===== src/scc_defines.svh =====
// Constants of the system clock and power control block
`ifndef SCC_DEFINES_SVH
`define SCC_DEFINES_SVH

// ============================================================
// Register offsets
`define SCC_CLK_CTRL_ADDR 32'h5000000A
`define SCC_PWR_CTRL_ADDR 32'h50000010

// ============================================================
// clock_source_control fields
`define SCC_CC_XTAL_RUN 7
`define SCC_CC_RC_RUN 6
`define SCC_CC_SLOW_RUN 5
`define SCC_CC_SLOW_HI 4
`define SCC_CC_SLOW_LO 3
`define SCC_CC_XOFF 2
`define SCC_CC_SYS_HI 1
`define SCC_CC_SYS_LO 0
`define SCC_CC_SYS_RST 2'h1
`define SCC_CC_SLOW_RST 2'h0
`define SCC_CC_XOFF_RST 1'h0

// ============================================================
// power_domain_control fields
`define SCC_PC_RSVD7 7
`define SCC_PC_MAP 6
`define SCC_PC_DIV_HI 5
`define SCC_PC_DIV_LO 4
`define SCC_PC_RSVD3 3
`define SCC_PC_RADIO 2
`define SCC_PC_TIM 1
`define SCC_PC_REBOOT 0
`define SCC_PC_MAP_RST 1'h0
`define SCC_PC_DIV_RST 2'h0
`define SCC_PC_RADIO_RST 1'h1
`define SCC_PC_TIM_RST 1'h1
`define SCC_PC_REBOOT_RST 1'h0
`define SCC_RSVD_RST 1'h0

// ============================================================
// Clock switch timing, in system clock cycles
`define SCC_SW_GAP 4'h4
`define SCC_SW_SETTLE 4'h4

`endif


===== src/scc_pkg.sv =====
// Types and helpers of the system clock and power control block
package scc_pkg;

  // One-hot system clock source, also the mux gate pattern
  typedef enum logic [2:0] {
    SCC_SRC_XTAL = 3'h1,
    SCC_SRC_RC = 3'h2,
    SCC_SRC_SLOW = 3'h4
  } scc_src_t;

  typedef enum logic [2:0] {
    SCC_SW_RUN = 3'h1,
    SCC_SW_GAP = 3'h2,
    SCC_SW_SETTLE = 3'h4
  } scc_sw_state_t;

  function automatic scc_src_t scc_code_to_src(input logic [1:0] code);
    case (code)
      2'h0: scc_code_to_src = SCC_SRC_XTAL;
      2'h1: scc_code_to_src = SCC_SRC_RC;
      default: scc_code_to_src = SCC_SRC_SLOW;
    endcase
  endfunction

endpackage


===== src/scc_sw_if.sv =====
// Link between the register logic and the clock switch
`timescale 1ns/1ps
interface scc_sw_if;
  logic [1:0] sel_code;
  scc_pkg::scc_src_t act;
  logic [2:0] gate;
  logic busy;
  modport ctl (output sel_code, input act, input gate, input busy);
  modport sw (input sel_code, output act, output gate, output busy);
endinterface


===== src/scc_clk_switch.sv =====
// Glitch-free system clock source switch
`timescale 1ns/1ps
`include "scc_defines.svh"
module scc_clk_switch (
  input wire logic clk,
  input wire logic arst_n,
  scc_sw_if.sw sw
);

  scc_pkg::scc_sw_state_t state_ff;
  scc_pkg::scc_src_t act_ff;
  scc_pkg::scc_src_t tgt_ff;
  logic [2:0] gate_ff;
  logic [3:0] cnt_ff;
  scc_pkg::scc_src_t req;

  assign req = scc_pkg::scc_code_to_src(sw.sel_code);

  // ============================================================
  // Break before make: old gate drops, quiet gap, new gate opens
  always_ff @(posedge clk or negedge arst_n) begin
    if (!arst_n) begin
      state_ff <= scc_pkg::SCC_SW_RUN;
      act_ff <= scc_pkg::SCC_SRC_RC;
      tgt_ff <= scc_pkg::SCC_SRC_RC;
      gate_ff <= 3'h2;
      cnt_ff <= 4'h0;
    end else begin
      case (state_ff)
        scc_pkg::SCC_SW_RUN: begin
          if (req != act_ff) begin
            gate_ff <= 3'h0;
            tgt_ff <= req;
            cnt_ff <= `SCC_SW_GAP;
            state_ff <= scc_pkg::SCC_SW_GAP;
          end
        end
        scc_pkg::SCC_SW_GAP: begin
          if (cnt_ff == 4'h0) begin
            gate_ff <= tgt_ff;
            cnt_ff <= `SCC_SW_SETTLE;
            state_ff <= scc_pkg::SCC_SW_SETTLE;
          end else begin
            cnt_ff <= cnt_ff - 4'h1;
          end
        end
        scc_pkg::SCC_SW_SETTLE: begin
          if (cnt_ff == 4'h0) begin
            // Indicators move only once the new source is live
            act_ff <= tgt_ff;
            state_ff <= scc_pkg::SCC_SW_RUN;
          end else begin
            cnt_ff <= cnt_ff - 4'h1;
          end
        end
        default: begin
          state_ff <= scc_pkg::SCC_SW_RUN;
        end
      endcase
    end
  end

  assign sw.act = act_ff;
  assign sw.gate = gate_ff;
  assign sw.busy = (state_ff != scc_pkg::SCC_SW_RUN);

endmodule // scc_clk_switch


===== src/scc_top.sv =====
// System clock and power control: registers, switch, divider, pins
//
// Added by the designer: strobed register access.
`timescale 1ns/1ps
`include "scc_defines.svh"
module scc_top (
  input wire logic clk,
  input wire logic arst_n,
  input wire logic [31:0] reg_addr,
  input wire logic [7:0] reg_wdata,
  input wire logic reg_wr,
  input wire logic reg_rd,
  output logic [7:0] reg_rdata,
  output logic [2:0] sys_clk_gate,
  output logic fast_crystal_en,
  output logic [1:0] slow_clock_source_sel,
  input wire logic otp_mirror_active,
  output logic ahb_clk_en,
  output logic radio_domain_off,
  output logic timer_domain_off,
  input wire logic reference_on_signal,
  input wire logic power_woke_signal,
  output logic hw_reset_req,
  input wire logic gpio_p0_1_o,
  input wire logic gpio_p0_1_oe,
  input wire logic gpio_p0_2_o,
  input wire logic gpio_p0_2_oe,
  output logic p0_1_o,
  output logic p0_1_oe,
  output logic p0_2_o,
  output logic p0_2_oe
);

  // ============================================================
  // Declarations
  logic sys_sel_hi_ff;
  logic sys_sel_lo_ff;
  logic [1:0] slow_sel_ff;
  logic xoff_ff;
  logic map_ff;
  logic [1:0] div_ff;
  logic radio_ff;
  logic tim_ff;
  logic reboot_ff;
  logic [7:0] rdata_ff;
  logic [7:0] nxt_rdata;
  logic [2:0] div_cnt_ff;
  logic ahb_en_ff;
  logic ref_s1_ff;
  logic ref_s2_ff;
  logic woke_s1_ff;
  logic woke_s2_ff;
  logic woke_s3_ff;
  logic woke_rise;
  logic hw_reset_ff;
  logic p01_o_ff;
  logic p01_oe_ff;
  logic p02_o_ff;
  logic p02_oe_ff;
  logic wr_cc;
  logic wr_pc;
  logic [7:0] cc_view;
  logic [7:0] pc_view;

  scc_sw_if sw_if ();

  // Mask of low counter bits that must be zero for an enable pulse
  function automatic logic [2:0] div_mask(input logic [1:0] code);
    case (code)
      2'h0: div_mask = 3'h0;
      2'h1: div_mask = 3'h1;
      2'h2: div_mask = 3'h3;
      default: div_mask = 3'h7;
    endcase
  endfunction

  // ============================================================
  // Address decode
  assign wr_cc = reg_wr && (reg_addr == `SCC_CLK_CTRL_ADDR);
  assign wr_pc = reg_wr && (reg_addr == `SCC_PWR_CTRL_ADDR);

  // ============================================================
  // clock_source_control writable fields
  always_ff @(posedge clk or negedge arst_n) begin
    if (!arst_n) begin
      sys_sel_hi_ff <= 1'(`SCC_CC_SYS_RST >> 1);
      sys_sel_lo_ff <= 1'(`SCC_CC_SYS_RST & 2'h1);
      slow_sel_ff <= `SCC_CC_SLOW_RST;
      xoff_ff <= `SCC_CC_XOFF_RST;
    end else if (wr_cc) begin
      // Indicator bits are read-only, writes to them are dropped
      sys_sel_hi_ff <= reg_wdata[`SCC_CC_SYS_HI];
      sys_sel_lo_ff <= reg_wdata[`SCC_CC_SYS_LO];
      // Not locked in hardware while in use; software must guard it
      slow_sel_ff <= reg_wdata[`SCC_CC_SLOW_HI:`SCC_CC_SLOW_LO];
      xoff_ff <= reg_wdata[`SCC_CC_XOFF];
    end
  end

  // ============================================================
  // power_domain_control writable fields
  always_ff @(posedge clk or negedge arst_n) begin
    if (!arst_n) begin
      map_ff <= `SCC_PC_MAP_RST;
      div_ff <= `SCC_PC_DIV_RST;
      radio_ff <= `SCC_PC_RADIO_RST;
      tim_ff <= `SCC_PC_TIM_RST;
      reboot_ff <= `SCC_PC_REBOOT_RST;
    end else if (wr_pc) begin
      map_ff <= reg_wdata[`SCC_PC_MAP];
      div_ff <= reg_wdata[`SCC_PC_DIV_HI:`SCC_PC_DIV_LO];
      radio_ff <= reg_wdata[`SCC_PC_RADIO];
      tim_ff <= reg_wdata[`SCC_PC_TIM];
      reboot_ff <= reg_wdata[`SCC_PC_REBOOT];
    end
  end

  // ============================================================
  // Clock switch
  assign sw_if.sel_code = {sys_sel_hi_ff, sys_sel_lo_ff};

  scc_clk_switch u_switch (
    .clk(clk),
    .arst_n(arst_n),
    .sw(sw_if.sw)
  );

  assign sys_clk_gate = sw_if.gate;
  assign slow_clock_source_sel = slow_sel_ff;

  // Follows the register directly so the oscillator stops at once.
  // It stays low across sleep since only a register write or reset clears the bit.
  assign fast_crystal_en = ~xoff_ff;

  // ============================================================
  // Read views; reserved bits read their reset value
  always_comb begin
    cc_view = 8'h00;
    cc_view[`SCC_CC_XTAL_RUN] =
      (sw_if.act == scc_pkg::SCC_SRC_XTAL);
    cc_view[`SCC_CC_RC_RUN] = (sw_if.act == scc_pkg::SCC_SRC_RC);
    cc_view[`SCC_CC_SLOW_RUN] =
      (sw_if.act == scc_pkg::SCC_SRC_SLOW);
    cc_view[`SCC_CC_SLOW_HI:`SCC_CC_SLOW_LO] = slow_sel_ff;
    cc_view[`SCC_CC_XOFF] = xoff_ff;
    cc_view[`SCC_CC_SYS_HI] = sys_sel_hi_ff;
    cc_view[`SCC_CC_SYS_LO] = sys_sel_lo_ff;
  end

  always_comb begin
    pc_view = 8'h00;
    pc_view[`SCC_PC_RSVD7] = `SCC_RSVD_RST;
    pc_view[`SCC_PC_MAP] = map_ff;
    pc_view[`SCC_PC_DIV_HI:`SCC_PC_DIV_LO] = div_ff;
    pc_view[`SCC_PC_RSVD3] = `SCC_RSVD_RST;
    pc_view[`SCC_PC_RADIO] = radio_ff;
    pc_view[`SCC_PC_TIM] = tim_ff;
    pc_view[`SCC_PC_REBOOT] = reboot_ff;
  end

  always_comb begin
    nxt_rdata = 8'h00;
    if (reg_rd) begin
      if (reg_addr == `SCC_CLK_CTRL_ADDR) begin
        nxt_rdata = cc_view;
      end else if (reg_addr == `SCC_PWR_CTRL_ADDR) begin
        nxt_rdata = pc_view;
      end else begin
        nxt_rdata = 8'h00;
      end
    end
  end

  // Read data stands only in the cycle after the strobe
  always_ff @(posedge clk or negedge arst_n) begin
    if (!arst_n) begin
      rdata_ff <= 8'h00;
    end else begin
      rdata_ff <= nxt_rdata;
    end
  end

  assign reg_rdata = rdata_ff;

  // ============================================================
  // AHB clock enable divider, active only during mirroring
  always_ff @(posedge clk or negedge arst_n) begin
    if (!arst_n) begin
      div_cnt_ff <= 3'h0;
    end else begin
      div_cnt_ff <= div_cnt_ff + 3'h1;
    end
  end

  always_ff @(posedge clk or negedge arst_n) begin
    if (!arst_n) begin
      ahb_en_ff <= 1'h1;
    end else begin
      ahb_en_ff <= ~otp_mirror_active ||
        ((div_cnt_ff & div_mask(div_ff)) == 3'h0);
    end
  end

  assign ahb_clk_en = ahb_en_ff;

  // ============================================================
  // Power domain requests
  assign radio_domain_off = radio_ff;
  assign timer_domain_off = tim_ff;

  // ============================================================
  // Synchronisers for the power controller signals
  always_ff @(posedge clk or negedge arst_n) begin
    if (!arst_n) begin
      ref_s1_ff <= 1'h0;
      ref_s2_ff <= 1'h0;
    end else begin
      ref_s1_ff <= reference_on_signal;
      ref_s2_ff <= ref_s1_ff;
    end
  end

  always_ff @(posedge clk or negedge arst_n) begin
    if (!arst_n) begin
      woke_s1_ff <= 1'h0;
      woke_s2_ff <= 1'h0;
      woke_s3_ff <= 1'h0;
    end else begin
      woke_s1_ff <= power_woke_signal;
      woke_s2_ff <= woke_s1_ff;
      woke_s3_ff <= woke_s2_ff;
    end
  end

  assign woke_rise = woke_s2_ff & ~woke_s3_ff;

  // ============================================================
  // Reboot on wake: one-cycle request to the reset controller
  always_ff @(posedge clk or negedge arst_n) begin
    if (!arst_n) begin
      hw_reset_ff <= 1'h0;
    end else begin
      hw_reset_ff <= woke_rise & reboot_ff;
    end
  end

  assign hw_reset_req = hw_reset_ff;

  // ============================================================
  // Diagnostic pin mapping overrides the GPIO drivers.
  // The reference pin doubles as debug clock, so a live debugger
  // is disturbed while mapping is on.
  always_ff @(posedge clk or negedge arst_n) begin
    if (!arst_n) begin
      p01_o_ff <= 1'h0;
      p01_oe_ff <= 1'h0;
      p02_o_ff <= 1'h0;
      p02_oe_ff <= 1'h0;
    end else if (map_ff) begin
      p02_o_ff <= ref_s2_ff;
      p02_oe_ff <= 1'h1;
      p01_o_ff <= woke_s2_ff;
      p01_oe_ff <= 1'h1;
    end else begin
      p02_o_ff <= gpio_p0_2_o;
      p02_oe_ff <= gpio_p0_2_oe;
      p01_o_ff <= gpio_p0_1_o;
      p01_oe_ff <= gpio_p0_1_oe;
    end
  end

  assign p0_1_o = p01_o_ff;
  assign p0_1_oe = p01_oe_ff;
  assign p0_2_o = p02_o_ff;
  assign p0_2_oe = p02_oe_ff;

endmodule // scc_top


===== config.mk =====
export PLATFORM = sky130hd
export DESIGN_NAME = scc_top
export DESIGN_NICKNAME = d
export VERILOG_FILES = /design/src/scc_pkg.sv /design/src/scc_sw_if.sv /design/src/scc_clk_switch.sv /design/src/scc_top.sv
export VERILOG_INCLUDE_DIRS = /design/src
export SDC_FILE = /design/constraint.sdc
export NUM_CORES = 1
export LEC_CHECK = 0
export ABC_AREA = 0
export BUFFER_PORTS_ARGS = -buffer_cell sky130_fd_sc_hd__buf_4
export CORE_MARGIN = 5
export CORE_UTILIZATION = 44
export DETAILED_ROUTE_END_ITERATION = 7
export PLACE_DENSITY = 0.79
export SLEW_MARGIN = 20
export SYNTH_ARGS = -nofsm -noshare
export SYNTH_HDL_FRONTEND = slang
export SYNTH_SLANG_ARGS = --single-unit

===== constraint.sdc =====
create_clock -name clk -period 2.87 [get_ports clk]
set_input_delay 0.574 -clock clk [delete_from_list [all_inputs] [get_ports clk]]
set_output_delay 0.574 -clock clk [all_outputs]
set_load 0.005 [all_outputs]

==> results of run 1 <==
## area by class of cell
type | count | area share [%]
tap | 70 | 2.93
timing repair buffer | 71 | 17.8
inverter | 10 | 1.26
clock inverter | 3 | 1.47
clock buffer | 5 | 2.30
multi-input combinational | 110 | 32.9
sequential | 49 | 41.4
## placed cells by master (no fill, tap or decap), drive strengths merged, types with 2 or more instances in the layout
| master | n |
|---|---|
| or3 | 3 |
| a21oi | 4 |
| nand2 | 9 |
| nand3b | 3 |
| nor2b | 2 |
| nor3b | 5 |
| o41ai | 2 |
| or3b | 3 |
| a22oi | 3 |
| ha | 2 |
| a32o | 4 |
| dfstp | 8 |
| dfrtp | 41 |
| buf | 71 |
| mux2 | 19 |
| nor4 | 12 |
| o21a | 2 |
| o21ai | 10 |
| nand4 | 2 |
| nor2 | 4 |
| inv | 11 |
| or2 | 2 |
| and2 | 2 |
| nor3 | 4 |
| clkbuf | 5 |
## final timing paths
kind / slack [ps] / from / depth (start not counted) / end
max: 800 / u_switch.cnt_ff[0]$_DFFE_PN0P_ / 6 / u_switch.cnt_ff[0]$_DFFE_PN0P_
min: 260 / arst_n / 1 / u_switch.state_ff[2]$_DFFE_PN0P_
max reg2reg: 800 / u_switch.cnt_ff[0]$_DFFE_PN0P_ / 6 / u_switch.cnt_ff[0]$_DFFE_PN0P_
min reg2reg: 360 / woke_s1_ff$_DFF_PN0_ / 0 / woke_s2_ff$_DFF_PN0_
max in group asynchronous: 2200 / arst_n / 1 / div_cnt_ff[2]$_DFF_PN0_
min in group clk: 360 / woke_s1_ff$_DFF_PN0_ / 0 / woke_s2_ff$_DFF_PN0_
## per-layer routing
| layer | part of all wire, % | GRT usage, % | up-vias |
|---|---|---|---|
| met1 | 40 | 19.0 | 797 |
| met2 | 51 | 24.9 | 41 |
| met5 | 0 | 0 | - |
| met3 | 6.6 | 5.59 | 5 |
| met4 | 1.6 | 5.15 | 0 |
| li1 | - | - | 787 |
## stage by stage
| stage | utilization, % | total power [µW] | instances |
|---|---|---|---|
| 2_1_floorplan | - | 726 | 171 |
| 5_1_grt | 59.3 | 1340 | 318 |
| 4_1_cts | 59.3 | 1290 | 318 |
| 6_report | 59.3 | 1280 | 318 |
| 3_3_place_gp | 57.0 | 801 | 310 |
| 3_5_place_dp | 57.0 | 803 | 310 |
## registers in the layout (all words and copies together), names as in the netlist, 2 cells and up
signal,flops
div_cnt_ff,3
div_ff,2
reg_rdata,8
slow_clock_source_sel,2
u_switch.cnt_ff,4
u_switch.state_ff,3
u_switch.sw.act,3
u_switch.sw.gate,3
u_switch.tgt_ff,3
## logic make-up (layout without fill, tap and decap cells)
| logic type | Yosys count | after routing | synth area share (%) |
|---|---|---|---|
| flip-flops | 49 | 49 | 54.6 |
| XOR/XNOR | 2 | 2 | 0.774 |
| adder cells (fa/ha/maj) | 2 | 2 | 1.11 |
| AND/OR/NAND/NOR | 57 | 57 | 21.3 |
| buffers and inverters | 12 | 89 | 1.99 |
| AO/OA/AOI/OAI | 30 | 30 | 9.73 |
| multiplexers | 19 | 19 | 10.4 |
## power by group through the flow
stage          Combinational (µW)  Sequential (µW)  Clock [µW]
2_1_floorplan                13.5              712           0
3_3_place_gp                 89.9              712           0
5_1_grt                      98.5              700         539
6_report                     89.6              699         496
4_1_cts                      91.3              699         504
3_5_place_dp                 91.2              712           0
==> run metrics, run 1 <==
outcome=finished clean; DP HPWL=3460 µm; area leader, netlist=dfrtp_1; worst setup margin=802 ps; Top FF cell, synth=dfrtp_1; CP peak stage delay=approximately 510 ps; relative slew slack=a little under three fifths; clk buf depth=2; H-tree Lvls=2; final hold slack=between 200 and 300 ps; Int Power=1010 µW; Final Hold Vio Count=0; top-area cell type share of the netlist area=45.3%; Avg WL per Cell=roughly 15 µm; FILL cells=~430; Slew Limit Fails=0; Cell variety after synth=44; Peak VDD IR=267 µV; critical path's top delay family=simple AND/OR/NAND/NOR gates; final setup vio count=0; pre-CTS WS=between 400 and 500 ps; CTS hold repair buffers=0; register area=roughly 0.0012 mm²; mapped cell area=approximately 0.0023 mm²; startpoint type of the worst setup path=flop; Cell Pwr Density=approximately 430 mW/mm²; Worst Path Max Fanout=5; Worst EP arrival=between 2000 and 2500 ps; Site Rows=26; Synth async-reset ratio=100%; Ports=73; Num CTS Buffers=5; Crit path buffers/inverters=1; die width=between 80 and 90 µm; Worst-Skew Late Latency=around 310 ps; Worst setup EP type=flop; Core Area=a little over 0.005 mm²; clock root buffer=clkbuf_8; Worst Tran Pin Value=approximately 630 ps; Area growth syn-to-layout=32.1%; crit path kind=reg -> reg; cts repair resizes=0; DR vias=roughly 1.6k; number of post-CTS setup repair buffers=0; register area share after synthesis=a little over half; Comb power frac=under 10%; Initial DRC Count=95; yosys warns=0; total grt overflow=0; final net count=300; post-route cell area=about 0.003 mm²; vias in the first global route=approximately 1.6k; global-route usage over all layers=between 10% and 20%; worst-path cell chain=inv_1, ha_1, or3b_2, a21oi_1, nor3_1, mux2_1; pin count of the biggest net entering global routing=50; Final min period=2070 ps; global-route wire length before repair=a little under 8000 µm; ANT cells=0; Remaining DRCs=0; crit share post-route=between 70% and 80%; starting density of the core=around 45%; switching part of the total=a little over a fifth; fraction of layout cells with a size suffix above 1=approximately 47%; DIE HEIGHT=a little over 80 µm; worst min path class=in -> async; Pleak=0.00140 µW; area of the multi-input gates=~980 µm²; Setup TNS=0 ps; main area contributors after synthesis=dfrtp_1 (45%), dfstp_2 (9.3%), nor4_4 (4.7%), mux2_1 (4.0%), mux2_4 (4.0%); Synth top cells by count=dfrtp_1 (41), inv_1 (9), nand2_1 (9), o21ai_0 (9); most numerous cell in the Yosys netlist=dfrtp_1; CP max-delay cell=or3b_2; Synth Register Bits=49; cell count after synthesis=~170; Clk network pwr share=roughly 39%; required time of the critical path=just over 3000 ps; post-synth net total=224; clock sink count=49; DIE AREA=0.00668 mm²; gpl congestion=a little over 0.7; number of vias per cell=approximately 5.1; DP Area=approximately 0.0029 mm²; initial antenna violation count=0; Reg power frac=about 54%; Port Buf Inserts=just over 70; Max Clk Rate=0.484 GHz; Post-synth EDFFs=0; RSZ-0062 raised after global routing=no; drt total wl=4630 µm; Antenna Violating Nets Remaining=0; P_sw=between 200 and 300 µW; drt pass-1 iters=4; Max Cap Violations=0; Reg clk slew, reported paths=100 ps; skew final=slightly below 10 ps; CTS tree=built; syn_area_per_cell=13.2 µm²
Note: power is estimated with default switching activity, not from simulation.
==> run 2: changes to the inputs <==
ABC_AREA = 1   (was 0)
PLACE_DENSITY = 0.81   (was 0.79)
clock period = 1.7 ns   (was 2.87 ns; I/O delays follow)
==> run 2 against run 1 <==
Compared with the run above: wire length is 11% higher; cell count grew 38%; area after synthesis rose by 4.1%; flip-flop and latch count unchanged; first-iteration DRC count is 42% lower; sequential share of layout area is 1.2 points lower; die area rose by 3.6%; register-to-register slack got worse by 500 ps; critical endpoint is now u_switch.sw.gate[0]$_DFFE_PN0P_; highest routed layer unchanged.
==> run metrics, run 2 <==
outcome=finished clean; area leader, netlist=dfrtp_1; worst-path cell chain=inv_1, nor3_4, o21ai_0, inv_2, nand2_1, nand2_1, nand2_1; max FFs per register=8 (unchanged); fin cells=439 (+38%); post-synth net total=342 (+53%); DIE AREA=0.00692 mm² (+3.6%); CTS tree=built; Port Buf Inserts=71 (unchanged); number of post-CTS setup repair buffers=0 (unchanged); pin count of the biggest net entering global routing=50 (unchanged); H-tree Lvls=2 (unchanged); cell count after synthesis=289 (+69%); clk buf depth=2 (unchanged); Slew Limit Fails=0 (unchanged); Final min period=1400 ps (-671 ps); DIE HEIGHT=83.2 µm (+1.8%); Max Cap Violations=0 (unchanged); drt pass-1 iters=4 (unchanged); Num CTS Buffers=5 (unchanged); Synth async-reset ratio=100% (unchanged); worst min path class=in -> async; Final Hold Vio Count=0 (unchanged); most numerous cell in the Yosys netlist=nand2_1; final net count=421 (+40%); mapped cell area=0.00236 mm² (+4.1%); main area contributors after synthesis=dfrtp_1 (44%), nand2_1 (15%), dfstp_2 (8.9%), inv_1 (7.3%), nand3_1 (5.1%); drt total wl=5150 µm (+11%); top-area cell type share of the netlist area=43.5% (-1.8 points); clock root buffer=clkbuf_8; yosys warns=0 (unchanged); ANT cells=0 (unchanged); Area growth syn-to-layout=30.5%; Max Clk Rate=0.716 GHz (+48%); Synth Register Bits=49 (unchanged); Cell Pwr Density=660 mW/mm² (+54%); Cell variety after synth=26 (-41%); gpl congestion=0.851 (+17%); cts repair resizes=0 (unchanged); Pleak=0.00167 µW (+19%); required time of the critical path=1880 ps (-1190 ps); Peak VDD IR=526 µV (+97%); Ports=73 (unchanged); die width=83.2 µm (+1.8%); global-route wire length before repair=8960 µm (+15%); starting density of the core=45.9% (+0.97 points); Synth top cells by count=nand2_1 (96), inv_1 (46), dfrtp_1 (41); total grt overflow=0 (unchanged); Worst EP arrival=1580 ps (-690 ps); Placed Instances=431 (+39%); syn_area_per_cell=8.16 µm² (-38%); DR vias=1996 (+22%); vias in the first global route=2053 (+25%); startpoint type of the worst setup path=flop; Site Rows=26 (unchanged); Initial DRC Count=55 (-42%); CP most frequent cell=nand2_1; CP max-delay cell=dfstp_2; Worst Tran Pin Value=608 ps (-24.2 ps); crit path kind=reg -> reg; final setup vio count=0 (unchanged); Setup TNS=0 ps (unchanged); fraction of layout cells with a size suffix above 1=29.3% (-18 points); most frequent cells in the layout=nand2_1 (96), buf_4 (72), inv_1 (46); relative slew slack=59.5% (+1.9 points); skew final=3.95 ps (-5.98 ps); number of vias per cell=4.55 (-11%); register area share after synthesis=52.4% (-2.2 points); Post-synth EDFFs=0 (unchanged); crit share post-route=82.1% (+10 points); Top FF cell, synth=dfrtp_1; CTS hold repair buffers=0 (unchanged); Worst Path Max Fanout=4 (-1); most common cell after layout, fill and taps aside=nand2_1; DP HPWL=4120 µm (+19%); critical path's top delay family=flip-flops; clock sink count=49 (unchanged); Antenna Violating Nets Remaining=0 (unchanged); Core Area=0.00514 mm² (+1.9%); Worst-Skew Late Latency=290 ps (-20 ps); Crit path buffers/inverters=2 (+1); Reg clk slew, reported paths=80 ps (-20 ps); Worst setup EP type=flop; Remaining DRCs=0 (unchanged); Avg WL per Cell=11.7 µm (-20%); CP peak stage delay=530 ps (+20 ps); global-route usage over all layers=15.7% (+0.29 points); initial antenna violation count=0 (unchanged); RSZ-0062 raised after global routing=no
==> run 2: cell types whose count changed after synthesis, moves of 5 or more <==
| cell | before | now |
|---|---|---|
| nand2_1 | 9 | 96 |
| nor4_4 | 5 | 0 |
| inv_1 | 9 | 46 |
| nand3_1 | 0 | 24 |
| nand4_1 | 0 | 6 |
| mux2_2 | 5 | 0 |
| nor3b_1 | 5 | 0 |
| nor2_1 | 4 | 25 |
| mux2_4 | 6 | 0 |
| mux2_1 | 8 | 0 |
==> run 2: cell families after synthesis <==
kind of cell / after synthesis / share of synthesized area (%)
buffers and inverters: 48 / 7.64
DFF: 49 / 52.4
adders and majority gates: 2 / 1.06
and+or+nand+nor: 171 / 33.1
AOI/OAI and AO/OA: 13 / 2.92
xor gates and xnor gates: 6 / 2.87
==> run 2: report_power, final <==
| group | total (µW) | switching [µW] | internal (µW) |
|---|---|---|---|
| registers | 1180 | 3.98 | 1180 |
| clock network | 675 | 343 | 332 |
| logic | 173 | 78.1 | 94.8 |
==> run 2: routing by layer <==
layer,up-vias,GRT usage (%),share of wire [%]
met5,-,0,0
met1,908,19.4,44
met3,4,4.36,5.3
li1,1036,-,-
met4,0,4.61,0.82
met2,48,26.6,50
==> run 2: final cells by class <==
type | instances | area, µm²
well taps | 70 | 87.6
inverters | 48 | 180
repair buffers | 72 | 541
multi-input cells | 192 | 941
flip-flops and latches | 49 | 1240
clock buffers | 8 | 90.1
fillers | 503 | 2060
==> run 2: through the flow <==
step	total power (µW)	utilization, %	cell area [µm²]	worst slack, ps	hold slack, ps
global placement	1370	58.1	2990	134	337
CTS	2050	59.8	3080	290	65.4
detailed placement	1380	58.1	2990	108	342
floorplan	1250	-	2360	358	44.4
finish	2030	59.8	3080	304	56.4
global route	2130	59.8	3080	119	98.2
==> run 2: worst paths after layout <==
kind	startpoint	endpoint	slack (ps)	depth (start not counted)
worst min-delay path	arst_n	u_switch.sw.gate[0]$_DFFE_PN0P_	60	1
max in group asynchronous	arst_n	map_ff$_DFFE_PN0P_	1230	1
worst min register to register	ref_s1_ff$_DFF_PN0_	ref_s2_ff$_DFF_PN0_	360	0
worst max-delay path	u_switch.state_ff[0]$_DFFE_PN1P_	u_switch.sw.gate[0]$_DFFE_PN0P_	300	7
worst max register to register	u_switch.state_ff[0]$_DFFE_PN1P_	u_switch.sw.gate[0]$_DFFE_PN0P_	300	7
min in group clk	power_woke_signal	woke_s1_ff$_DFF_PN0_	160	1
